File: config.mk
export PLATFORM = sky130hd
export DESIGN_NAME = dhr_device_flat
export DESIGN_NICKNAME = d
export VERILOG_FILES = /design/src/shared/dhr_pkg.sv /design/src/shared/dhr_link_if.sv /design/src/logic/dhr_sync.sv /design/src/logic/dhr_device.sv /design/src/flat_wrapper.sv
export SDC_FILE = /design/constraint.sdc
export NUM_CORES = 1
export LEC_CHECK = 0
export ABC_CLOCK_PERIOD_IN_PS = 2780
export BUFFER_PORTS_ARGS = -buffer_cell sky130_fd_sc_hd__buf_2
export CAP_MARGIN = 20
export CORE_ASPECT_RATIO = 0.5
export CORE_MARGIN = 10
export CORE_UTILIZATION = 40
export CTS_BUF_LIST = sky130_fd_sc_hd__clkbuf_4
export DETAILED_ROUTE_END_ITERATION = 16
export GPL_TIMING_DRIVEN = 0
export PLACE_DENSITY = 0.73
export SYNTH_ARGS = -nofsm -noshare
export SYNTH_HDL_FRONTEND = slang
export SYNTH_SLANG_ARGS = --single-unit
File: constraint.sdc
create_clock -name MCLK -period 2.78 [get_ports MCLK]
set_input_delay 0.556 -clock MCLK [delete_from_list [all_inputs] [get_ports MCLK]]
set_output_delay 0.556 -clock MCLK [all_outputs]
set_load 0.005 [all_outputs]
File: src/shared/dhr_pkg.sv
// Constants, states and register layout for the debug halt and restart controller.
// Assumes a single 100 MHz clock and word-wide APB access to the controller registers.
package dhr_pkg;
    // ==========================================================
    // Register offsets (byte addresses, one aligned word each).
    localparam logic [11:0] DHR_OFF_HALT_CTRL = 12'h000;
    localparam logic [11:0] DHR_OFF_FAULT_STS = 12'h004;
    localparam logic [11:0] DHR_OFF_EXC_MON = 12'h008;
    localparam logic [11:0] DHR_OFF_AUTH = 12'h00c;
    // ==========================================================
    // Field positions.
    localparam int DHR_HC_DEBUGEN = 0;
    localparam int DHR_HC_HALT = 1;
    localparam int DHR_HC_S_HALT = 17;
    localparam int DHR_FS_HALTED = 0;
    localparam int DHR_FS_VCATCH = 3;
    localparam int DHR_FS_EXTERNAL = 4;
    localparam int DHR_EM_VC_RESET = 0;
    localparam int DHR_AU_INVASIVE = 0;
    localparam int DHR_AU_NONINV = 1;
    localparam int DHR_AU_LOCAL_RST = 8;
    // ==========================================================
    // Reset values.
    localparam logic [31:0] DHR_RST_WORD = 32'h0000_0000;
    localparam logic DHR_RST_ACK = 1'b1;
    // ==========================================================
    // Device run state, one-hot.
    typedef enum logic [3:0] {
        DHR_RUN = 4'b0001,
        DHR_HALTED = 4'b0010,
        DHR_ACKED = 4'b0100,
        DHR_LEAVE = 4'b1000
    } dhr_state_e;
    // Host handshake state, one-hot.
    typedef enum logic [2:0] {
        DHR_H_IDLE = 3'b001,
        DHR_H_WAIT_LOW = 3'b010,
        DHR_H_WAIT_HIGH = 3'b100
    } dhr_host_e;
endpackage

File: src/shared/dhr_link_if.sv
// Link between the debug halt controller and its external agent.
// Assumes both ends share one clock; the bench joins them.
`timescale 1ns/100ps
interface dhr_link_if;
    logic ext_halt_request_in;
    logic restart_request_in;
    logic restart_ack_out;
    logic halted_out;
    // ==========================================================
    // Device end.
    modport device (input ext_halt_request_in, input restart_request_in,
        output restart_ack_out, output halted_out);
    // Agent end.
    modport agent (output ext_halt_request_in, output restart_request_in,
        input restart_ack_out, input halted_out);
endinterface

File: src/logic/dhr_sync.sv
// Two-flop level synchroniser.
// Assumes a level that may change at any time relative to MCLK.
`timescale 1ns/100ps
module dhr_sync (
    input wire logic clk,
    input wire logic arst_n,
    input wire logic en,
    input wire logic d,
    output logic q
);
    logic meta_r;
    // ==========================================================
    // The first flop feeds only the second.
    always_ff @(posedge clk or negedge arst_n) begin
        if (!arst_n) begin
            meta_r <= 1'b0;
            q <= 1'b0;
        end else if (en) begin
            meta_r <= d;
            q <= meta_r;
        end
    end
endmodule // dhr_sync

File: src/logic/dhr_device.sv
// Debug halt and restart controller, processor end, with APB register access.
// Assumes the agent keeps its side of the restart handshake.
// What this block does
// - Authentication inputs gate invasive and non-invasive debug.
// - Invasive enable may be tied high.
// - Agent raises external request to halt.
// - External halt sets external fault flag.
// - Halted output mirrors halt status bit.
// - Agent may use halted as acknowledge.
// - Both active high; request ignored when halted.
// - Restart accepted only when halted and acknowledged.
// - Agent holds restart until acknowledge falls.
// - Agent raises restart only while acknowledge high.
// - Restart rising drops acknowledge.
// - Restart falling starts leaving debug state.
// - Leave debug, then raise acknowledge again.
// - Halted drops while leaving debug state.
// - Power-on reset always includes local reset.
// - Local reset spares debug components.
// - Separate power-on and local reset domains.
// - Reset vector catch raises event at reset exit.
// - Halt only when halting enable is one.
// - Debug bits cleared by power-on reset only.
// - Fault flags clear on writing one.
//
// Chosen here: register access over APB and the address map.
`timescale 1ns/100ps
module dhr_device
    import dhr_pkg::*;
(
    input wire logic MCLK,
    input wire logic ARST_N,
    input wire logic LOCAL_RST_N,
    input wire logic CE,
    input wire logic INVASIVE_AUTH_IN,
    input wire logic NONINVASIVE_AUTH_IN,
    input wire logic PSEL,
    input wire logic PENABLE,
    input wire logic PWRITE,
    input wire logic [11:0] PADDR,
    input wire logic [31:0] PWDATA,
    output logic [31:0] PRDATA,
    output logic PREADY,
    output logic PSLVERR,
    output logic INVASIVE_OK,
    output logic NONINVASIVE_OK,
    dhr_link_if.device LINK
);
    import dhr_pkg::*;

    dhr_state_e state_r;
    logic debugen_r, halt_req_r, vc_reset_r;
    logic flag_halted_r, flag_vcatch_r, flag_ext_r;
    logic ext_s, rst_s, rst_d_r;
    logic local_rst_d_r, out_of_reset_r, vc_pending_r;
    logic acc, wr, rd, halt_event, ext_event, vc_event, rst_rise, rst_fall;
    logic in_debug;

    // ==========================================================
    // Input synchronisers.
    dhr_sync u_sync_ext (.clk(MCLK), .arst_n(ARST_N), .en(CE),
        .d(LINK.ext_halt_request_in), .q(ext_s));
    dhr_sync u_sync_rst (.clk(MCLK), .arst_n(ARST_N), .en(CE),
        .d(LINK.restart_request_in), .q(rst_s));

    // Bus decode; every access completes in its access phase.
    assign acc = PSEL && PENABLE && CE;
    assign wr = acc && PWRITE;
    assign rd = acc && !PWRITE;
    assign in_debug = (state_r != DHR_RUN);

    // Restart edges and debug events.
    assign rst_rise = rst_s && !rst_d_r;
    assign rst_fall = !rst_s && rst_d_r;
    assign ext_event = ext_s && !in_debug;
    assign vc_event = vc_pending_r && out_of_reset_r;
    assign halt_event = INVASIVE_OK && debugen_r && !in_debug &&
        (ext_event || vc_event || halt_req_r);

    // ==========================================================
    // Authentication flops; invasive implies non-invasive.
    always_ff @(posedge MCLK or negedge ARST_N) begin
        if (!ARST_N) begin
            INVASIVE_OK <= 1'b0;
            NONINVASIVE_OK <= 1'b0;
        end else if (CE) begin
            INVASIVE_OK <= INVASIVE_AUTH_IN;
            NONINVASIVE_OK <= INVASIVE_AUTH_IN || NONINVASIVE_AUTH_IN;
        end
    end

    // Local reset tracking: release of the local reset raises the vector catch.
    always_ff @(posedge MCLK or negedge ARST_N) begin
        if (!ARST_N) begin
            local_rst_d_r <= 1'b0;
            out_of_reset_r <= 1'b0;
            rst_d_r <= 1'b0;
        end else if (CE) begin
            local_rst_d_r <= LOCAL_RST_N;
            out_of_reset_r <= LOCAL_RST_N && !local_rst_d_r;
            rst_d_r <= rst_s;
        end
    end

    // Vector catch pending: armed at reset exit, consumed next cycle.
    always_ff @(posedge MCLK or negedge ARST_N) begin
        if (!ARST_N) begin
            vc_pending_r <= 1'b0;
        end else if (CE) begin
            vc_pending_r <= vc_reset_r && LOCAL_RST_N && !local_rst_d_r;
        end
    end

    // Debug control bits live in the power-on domain only.
    always_ff @(posedge MCLK or negedge ARST_N) begin
        if (!ARST_N) begin
            debugen_r <= 1'b0;
            halt_req_r <= 1'b0;
            vc_reset_r <= 1'b0;
        end else if (CE) begin
            if (wr && PADDR == DHR_OFF_HALT_CTRL) begin
                debugen_r <= PWDATA[DHR_HC_DEBUGEN];
                halt_req_r <= PWDATA[DHR_HC_HALT];
            end
            if (wr && PADDR == DHR_OFF_EXC_MON) begin
                vc_reset_r <= PWDATA[DHR_EM_VC_RESET];
            end
        end
    end

    // Sticky fault flags; a new event wins over a clear in the same cycle.
    always_ff @(posedge MCLK or negedge ARST_N) begin
        if (!ARST_N) begin
            flag_halted_r <= 1'b0;
            flag_vcatch_r <= 1'b0;
            flag_ext_r <= 1'b0;
        end else if (CE) begin
            if (wr && PADDR == DHR_OFF_FAULT_STS) begin
                if (PWDATA[DHR_FS_HALTED]) flag_halted_r <= 1'b0;
                if (PWDATA[DHR_FS_VCATCH]) flag_vcatch_r <= 1'b0;
                if (PWDATA[DHR_FS_EXTERNAL]) flag_ext_r <= 1'b0;
            end
            if (halt_event && halt_req_r) flag_halted_r <= 1'b1;
            if (halt_event && vc_event) flag_vcatch_r <= 1'b1;
            if (halt_event && ext_event) flag_ext_r <= 1'b1;
        end
    end

    // Run state; local reset returns the core to running but spares debug bits.
    always_ff @(posedge MCLK or negedge ARST_N) begin
        if (!ARST_N) begin
            state_r <= DHR_RUN;
        end else if (CE) begin
            if (!LOCAL_RST_N) begin
                state_r <= DHR_RUN;
            end else begin
                unique case (state_r)
                    DHR_RUN: if (halt_event) state_r <= DHR_HALTED;
                    DHR_HALTED: begin
                        if (rst_rise && LINK.restart_ack_out) state_r <= DHR_ACKED;
                        else if (wr && PADDR == DHR_OFF_HALT_CTRL && !PWDATA[DHR_HC_HALT]) state_r <= DHR_RUN;
                    end
                    DHR_ACKED: if (rst_fall) state_r <= DHR_LEAVE;
                    DHR_LEAVE: state_r <= DHR_RUN;
                    default: state_r <= DHR_RUN;
                endcase
            end
        end
    end

    // Link outputs: halted follows the status bit, acknowledge falls and rises.
    always_ff @(posedge MCLK or negedge ARST_N) begin
        if (!ARST_N) begin
            LINK.halted_out <= 1'b0;
            LINK.restart_ack_out <= DHR_RST_ACK;
        end else if (CE) begin
            LINK.halted_out <= LOCAL_RST_N && (state_r == DHR_HALTED || state_r == DHR_ACKED);
            if (!LOCAL_RST_N) LINK.restart_ack_out <= DHR_RST_ACK;
            else if (state_r == DHR_HALTED && rst_rise && LINK.restart_ack_out) LINK.restart_ack_out <= 1'b0;
            else if (state_r == DHR_LEAVE) LINK.restart_ack_out <= 1'b1;
        end
    end

    // APB read data and response, one access phase per transfer.
    always_ff @(posedge MCLK or negedge ARST_N) begin
        if (!ARST_N) begin
            PRDATA <= DHR_RST_WORD;
            PREADY <= 1'b0;
            PSLVERR <= 1'b0;
        end else if (CE) begin
            PREADY <= PSEL && !PENABLE;
            PSLVERR <= PSEL && !PENABLE && PADDR > DHR_OFF_AUTH;
            PRDATA <= DHR_RST_WORD;
            if (PSEL && !PENABLE && !PWRITE) begin
                unique case (PADDR)
                    DHR_OFF_HALT_CTRL: begin
                        PRDATA[DHR_HC_DEBUGEN] <= debugen_r;
                        PRDATA[DHR_HC_HALT] <= halt_req_r;
                        PRDATA[DHR_HC_S_HALT] <= LINK.halted_out;
                    end
                    DHR_OFF_FAULT_STS: begin
                        PRDATA[DHR_FS_HALTED] <= flag_halted_r;
                        PRDATA[DHR_FS_VCATCH] <= flag_vcatch_r;
                        PRDATA[DHR_FS_EXTERNAL] <= flag_ext_r;
                    end
                    DHR_OFF_EXC_MON: PRDATA[DHR_EM_VC_RESET] <= vc_reset_r;
                    DHR_OFF_AUTH: begin
                        PRDATA[DHR_AU_INVASIVE] <= INVASIVE_OK;
                        PRDATA[DHR_AU_NONINV] <= NONINVASIVE_OK;
                        PRDATA[DHR_AU_LOCAL_RST] <= LOCAL_RST_N;
                    end
                    default: PRDATA <= DHR_RST_WORD;
                endcase
            end
        end
    end
endmodule // dhr_device

File: src/flat_wrapper.sv
// flat-port wrapper written by rule: the top's interface ports become plain ports
module dhr_device_flat import dhr_pkg::*;
  (MCLK, ARST_N, LOCAL_RST_N, CE, INVASIVE_AUTH_IN, NONINVASIVE_AUTH_IN, PSEL, PENABLE, PWRITE, PADDR, PWDATA, PRDATA, PREADY, PSLVERR, INVASIVE_OK, NONINVASIVE_OK, LINK_ext_halt_request_in, LINK_restart_request_in, LINK_restart_ack_out, LINK_halted_out);
  dhr_link_if LINK_i ();
  input wire logic MCLK;
  input wire logic ARST_N;
  input wire logic LOCAL_RST_N;
  input wire logic CE;
  input wire logic INVASIVE_AUTH_IN;
  input wire logic NONINVASIVE_AUTH_IN;
  input wire logic PSEL;
  input wire logic PENABLE;
  input wire logic PWRITE;
  input wire logic [11:0] PADDR;
  input wire logic [31:0] PWDATA;
  output logic [31:0] PRDATA;
  output logic PREADY;
  output logic PSLVERR;
  output logic INVASIVE_OK;
  output logic NONINVASIVE_OK;
  input wire logic [$bits(LINK_i.ext_halt_request_in)-1:0] LINK_ext_halt_request_in;
  input wire logic [$bits(LINK_i.restart_request_in)-1:0] LINK_restart_request_in;
  output wire logic [$bits(LINK_i.restart_ack_out)-1:0] LINK_restart_ack_out;
  output wire logic [$bits(LINK_i.halted_out)-1:0] LINK_halted_out;
  assign LINK_i.ext_halt_request_in = LINK_ext_halt_request_in;
  assign LINK_i.restart_request_in = LINK_restart_request_in;
  assign LINK_restart_ack_out = LINK_i.restart_ack_out;
  assign LINK_halted_out = LINK_i.halted_out;
  dhr_device u_core (.MCLK(MCLK), .ARST_N(ARST_N), .LOCAL_RST_N(LOCAL_RST_N), .CE(CE), .INVASIVE_AUTH_IN(INVASIVE_AUTH_IN), .NONINVASIVE_AUTH_IN(NONINVASIVE_AUTH_IN), .PSEL(PSEL), .PENABLE(PENABLE), .PWRITE(PWRITE), .PADDR(PADDR), .PWDATA(PWDATA), .PRDATA(PRDATA), .PREADY(PREADY), .PSLVERR(PSLVERR), .INVASIVE_OK(INVASIVE_OK), .NONINVASIVE_OK(NONINVASIVE_OK), .LINK(LINK_i));
endmodule
# Word level (Yosys, flattened, before mapping)
# Cells that the tools add are included.
# Widths: inputs -> output; s select.
# op_classes
n_reduce_logical,52
magnitude_cmp,1
mux,24
n_eq_ne,12
# op_table
operator,n
$logic_and 1x1->1,27
$eq 12x4->1 const B,2
$mux 4,5
$mux 18,1
$mux 1,14
$eq 12x3->1 const B,1
$gt 12x4->1 const B,1
$logic_not 12->1,1
$pmux 4 s3,1
$reduce_bool 2->1,6
$reduce_and 3->1,3
$logic_not 1->1,7
$ne 3x2->1 const B,2
$reduce_and 2->1,3
$eq 4x1->1 const B,1
$eq 4x2->1 const B,1
$eq 4x3->1 const B,1
$eq 4x4->1 const B,1
$logic_or 1x1->1,4
$ne 4x1->1 const B,1
$ne 4x2->1 const B,1
$pmux 1 s4,1
$reduce_and 4->1,1
$ne 3x1->1 const B,1
2 further kinds,2
# totals
input_bits,55
register_bits,56

# Depth between registers and ports, before layout
# depth
ltp_word,9
mapped_depth,5

# Cells and area by module
# From an unflattened synthesis, not the netlist that was laid out.
# unflattened
hier_cells,162
area_unflattened_um2,1734.2
# modules_own_cells
mod,instances,seq_area_each_um2,cells_each,area_each_um2
dhr_device,1,653.1,154,1589.0
dhr_sync,2,50.0,4,72.6

# Worst setup path before layout
# No wires, ideal clock.
# synth_timing
path_kind,input -> register
from,input port PADDR[11]
to,register u_core.flag_vcatch_r
n_path_buf,0
path_stages,4
required_time_ps,2658
arrival_time_ps,1710
slack_ps,949
cell_sequence,or4_4 > nor4_4 > nand2_1 > a32o_1
# synth_between
elab_chain_len,4
# synth_lines
element,line,text
from (decl),flat_wrapper.sv:14,input wire logic [11:0] PADDR;
$eq 12x3->1,dhr_device.sv:138,if (wr && PADDR == DHR_OFF_FAULT_STS) begin
$logic_and 1x1->1,dhr_device.sv:138,
$reduce_bool 2->1 (no line),--,
$reduce_and 3->1 (no line),--,
to (signal assigned),dhr_device.sv:135,flag_vcatch_r <= 1'b0;
to (signal assigned),dhr_device.sv:140,if (PWDATA[DHR_FS_VCATCH]) flag_vcatch_r <= 1'b0;
to (signal assigned),dhr_device.sv:144,if (halt_event && vc_event) flag_vcatch_r <= 1'b1;
to (decl),dhr_device.sv:53,"logic flag_halted_r, flag_vcatch_r, flag_ext_r;"
# No other way between the ends.
# A chain may end at the register's enable or synchronous reset.

# Worst setup path in the final report
# layout_timing
from,register u_core.state_r[0]
to,register u_core.state_r[2]
# layout_between
elab_chain_len,8
word_cells_on_any_way,16
# layout_lines
element,line,text
from (decl),dhr_device.sv:51,dhr_state_e state_r;
from (signal assigned),dhr_device.sv:152,state_r <= DHR_RUN;
from (signal assigned),dhr_device.sv:155,state_r <= DHR_RUN;
from (signal assigned),dhr_device.sv:158,DHR_RUN: if (halt_event) state_r <= DHR_HALTED;
$ne 4x1->1,dhr_device.sv:70,assign in_debug = (state_r != DHR_RUN);
$logic_not 1->1,"dhr_device.sv:75, dhr_device.sv:77",
$logic_and 1x1->1,dhr_device.sv:75,assign ext_event = ext_s && !in_debug;
$logic_or 1x1->1 (2 in a row),dhr_device.sv:78,(ext_event || vc_event || halt_req_r);
$logic_and 1x1->1,dhr_device.sv:77,assign halt_event = INVASIVE_OK && debugen_r && !in_debug &&
$ne 3x2->1 (no line),--,
$reduce_and 4->1 (no line),--,
# Parallel ways exist; a longest one is shown, timed or not.

==> results.cfg <==
[run_status]
outcome = finished, final reports clean

[power_and_ir_drop]
power_frac_clock = 0.260
comb_power_share = 0.223
p_int_uw = 693.9
switching_share = 0.3017
finalPower_uw = 993.8
leakagePower_uw = 0.001050
p_seq_frac = 0.516
p_switching_uw = 299.9
powerDensity_nw_per_um2 = 477.6
irDropWorstVdd_mv = 0.1860

[floorplan]
initial_core_util = 0.4218
rows = 16
design.die.area_um2 = 7351
io_pins = 93
die_h_um = 65.83
die_w_um = 111.7
core-area_um2 = 3984

[drt]
wl_per_cell_um = 14.29
vias = 1358
drtIter0Drc = 69
drcViolationCount = 0
via_per_inst = 4.816
wl_um = 4029
ant_nets = 0
drt-pass1-iter-count = 4

[clock_tree]
clk_pin_slew_ps = 90
clock_sinks = 30
cts_tree = built
cts.path.max_buffers = 2
numCtsBuffers = 5
hold_buffers = 0
clock_latency_ps = 340
ctsResizeCount = 0
cts_root_buffer = clkbuf_4
htree_num_levels = 2
cts_setup_buffers = 0

[place]
dpl.cell_count = 274
dpl_worst_slack_ps = 596.0
dpl_cell_area_um2 = 2027
place_congestion = 0.8458
dp_hpwl_um = 3204
io_buffers = 37

[hold_path]
hp-class = input port to async pin

[cells_and_area]
syn_to_final_growth_pct = 23.83
n_antenna_cell = 0
final_cell_count_no_fill = 282
drive_gt1_frac = 0.4035
fin_area_um2 = 2081
register_area_um2 = 753.2
nets = 282
multi_input_area_um2 = 790.8
fill_cells = 379

[global_route]
antenna_found_initial = 0
grt_pass1_vias = 1334
grt_max_degree = 31
grt_overflow = 0
grt.total_usage = 0.1098
grt_pass1_wl_um = 6603

[yosys]
synth_seq_area_share = 0.4483
syn_area_um2 = 1680
async_flop_share = 1.000
synth_top_area_frac = 0.4170
yosys_warnings = 0
dominantRegCellSynth = dfrtp_1
synth_top_area_cell = dfrtp_1
ys_ff_latch = 30
synth_common_cells = dfrtp_1, buf_4, mux2_2
synth_area_leaders = dfrtp_1, buf_4, mux2_2
synth_edf_count = 0
synth_most_common_cell = dfrtp_1
synth.distinct_cells = 45
postSynthAreaPerCell_um2 = 10.64
syn_inst = 158

[critical_path]
worstPathArrival_ps = 2060
ff2ff_path_depth = 4
reg2reg_from = u_core.state_r[0]$_DFFE_PN1P_
required_ps = 3000
worstPathMaxFanout = 7
ff2ff_setup_slack_ps = 940
critPathLaunchType = register
endpoint_kind = register
timing_worst_setup_path_type = register to register
r2r_end = u_core.state_r[2]$_DFFE_PN0P_

[timing]
setup_slack_ps = 937.5
setup_tns_ps = 0
rsz0062_at_grt = no
fmax_ghz = 0.5428
period_needed_ps = 1842
min_period_over_period = 0.6628
setup_viol = 0
finalMaxSlewViolations = 0
max_slew_margin = 0.5507
skew_ps = 12.60
hold_viol = 0
max_slew.worst_pin.slew_ps = 673.9

[job]
drv_cap = 0
==> cell families after synthesis <==
logic type             Yosys count  share of synthesized area
AO/OA/AOI/OAI                   33                     0.1445
buffers and inverters           35                     0.1370
flip-flops                      30                     0.4482
multiplexers                    13                    0.08935
other                            1                   0.002232
AND/OR/NAND/NOR                 46                     0.1787
==> stage by stage <==
step / hold WS, ps / utilization
global route: 279.4 / 0.5223
finish: 245.1 / 0.5223
detailed placement: 471.5 / 0.5088
global placement: 465.1 / 0.5088
CTS: 258.8 / 0.5223
floorplan: 260.4 / -
==> power by group through the flow <==
stage / Combinational (uW) / Clock (uW) / Sequential (uW)
4_1_cts: 219 / 266 / 513
3_3_place_gp: 213 / 0 / 519
5_1_grt: 249 / 282 / 521
3_5_place_dp: 218 / 0 / 521
6_report: 222 / 259 / 513
2_1_floorplan: 156 / 0 / 512
==> how the worst max path moves through the flow <==
stage                                       start  slack, ps                          endpoint  cells after the start
floorplan                               PADDR[11]        950  u_core.flag_vcatch_r$_DFFE_PN0P_                      4
global placement                               CE        640     u_core.state_r[2]$_DFFE_PN0P_                      5
detailed placement                             CE        600     u_core.state_r[2]$_DFFE_PN0P_                      5
CTS                 u_core.state_r[0]$_DFFE_PN1P_        940     u_core.state_r[1]$_DFFE_PN0P_                      4
global route        u_core.state_r[3]$_DFFE_PN0P_        790     u_core.state_r[1]$_DFFE_PN0P_                      4
finish              u_core.state_r[0]$_DFFE_PN1P_        940     u_core.state_r[2]$_DFFE_PN0P_                      4
==> cells in the final DEF (no fill, tap or decap), drive strengths merged, types with 3 or more instances in the layout <==
master	instances
clkinv	3
a211o	3
conb	26
o2bb2ai	4
nor3	4
o21ai	4
buf	64
nor2b	5
inv	6
nand3	5
mux2	13
dfrtp	28
nor2	8
a22o	4
clkbuf	7
a21oi	6
nand2	6
==> state kept, by name, indices dropped and copies added, names as in the netlist <==
| name | cells |
|---|---|
| u_core.flag_ext_r | 1 |
| u_core.u_sync_ext.meta_r | 1 |
| u_core.local_rst_d_r | 1 |
| u_core.u_sync_rst.q | 1 |
| u_core.out_of_reset_r | 1 |
| u_core.rst_d_r | 1 |
| u_core.u_sync_ext.q | 1 |
| u_core.u_sync_rst.meta_r | 1 |
| u_core.PREADY | 1 |
| u_core.PSLVERR | 1 |
| u_core.vc_reset_r | 1 |
| u_core.flag_vcatch_r | 1 |
| u_core.halt_req_r | 1 |
| u_core.flag_halted_r | 1 |
| u_core.state_r | 4 |
| u_core.vc_pending_r | 1 |
| u_core.PRDATA | 6 |
| u_core.INVASIVE_OK | 1 |
| u_core.LINK.restart_ack_out | 1 |
| u_core.debugen_r | 1 |
| u_core.LINK.halted_out | 1 |
| u_core.NONINVASIVE_OK | 1 |
==> final cells by class <==
type,count,share of cell area
clock buffer,6,0.02165
inverter,7,0.01263
sequential,30,0.3620
clock inverter,2,0.004209
tap,54,0.03247
multi-input combinational,118,0.3800
buffer,28,0.09802
timing repair buffer,37,0.08900
==> metal layers <==
metal  GRT usage  routed length, um
met1      0.1238               1749
met2      0.1814               1854
met3     0.04076                343
met4     0.05732                 81
met5           0                  0
==> worst max-delay path, stage by stage (launching register included) <==
cell     delay (ps)
dfstp_2         600
or3b_1          380
a211o_1         280
and2_4          180
mux2_4          290
Note: power is estimated with default switching activity, not from simulation.
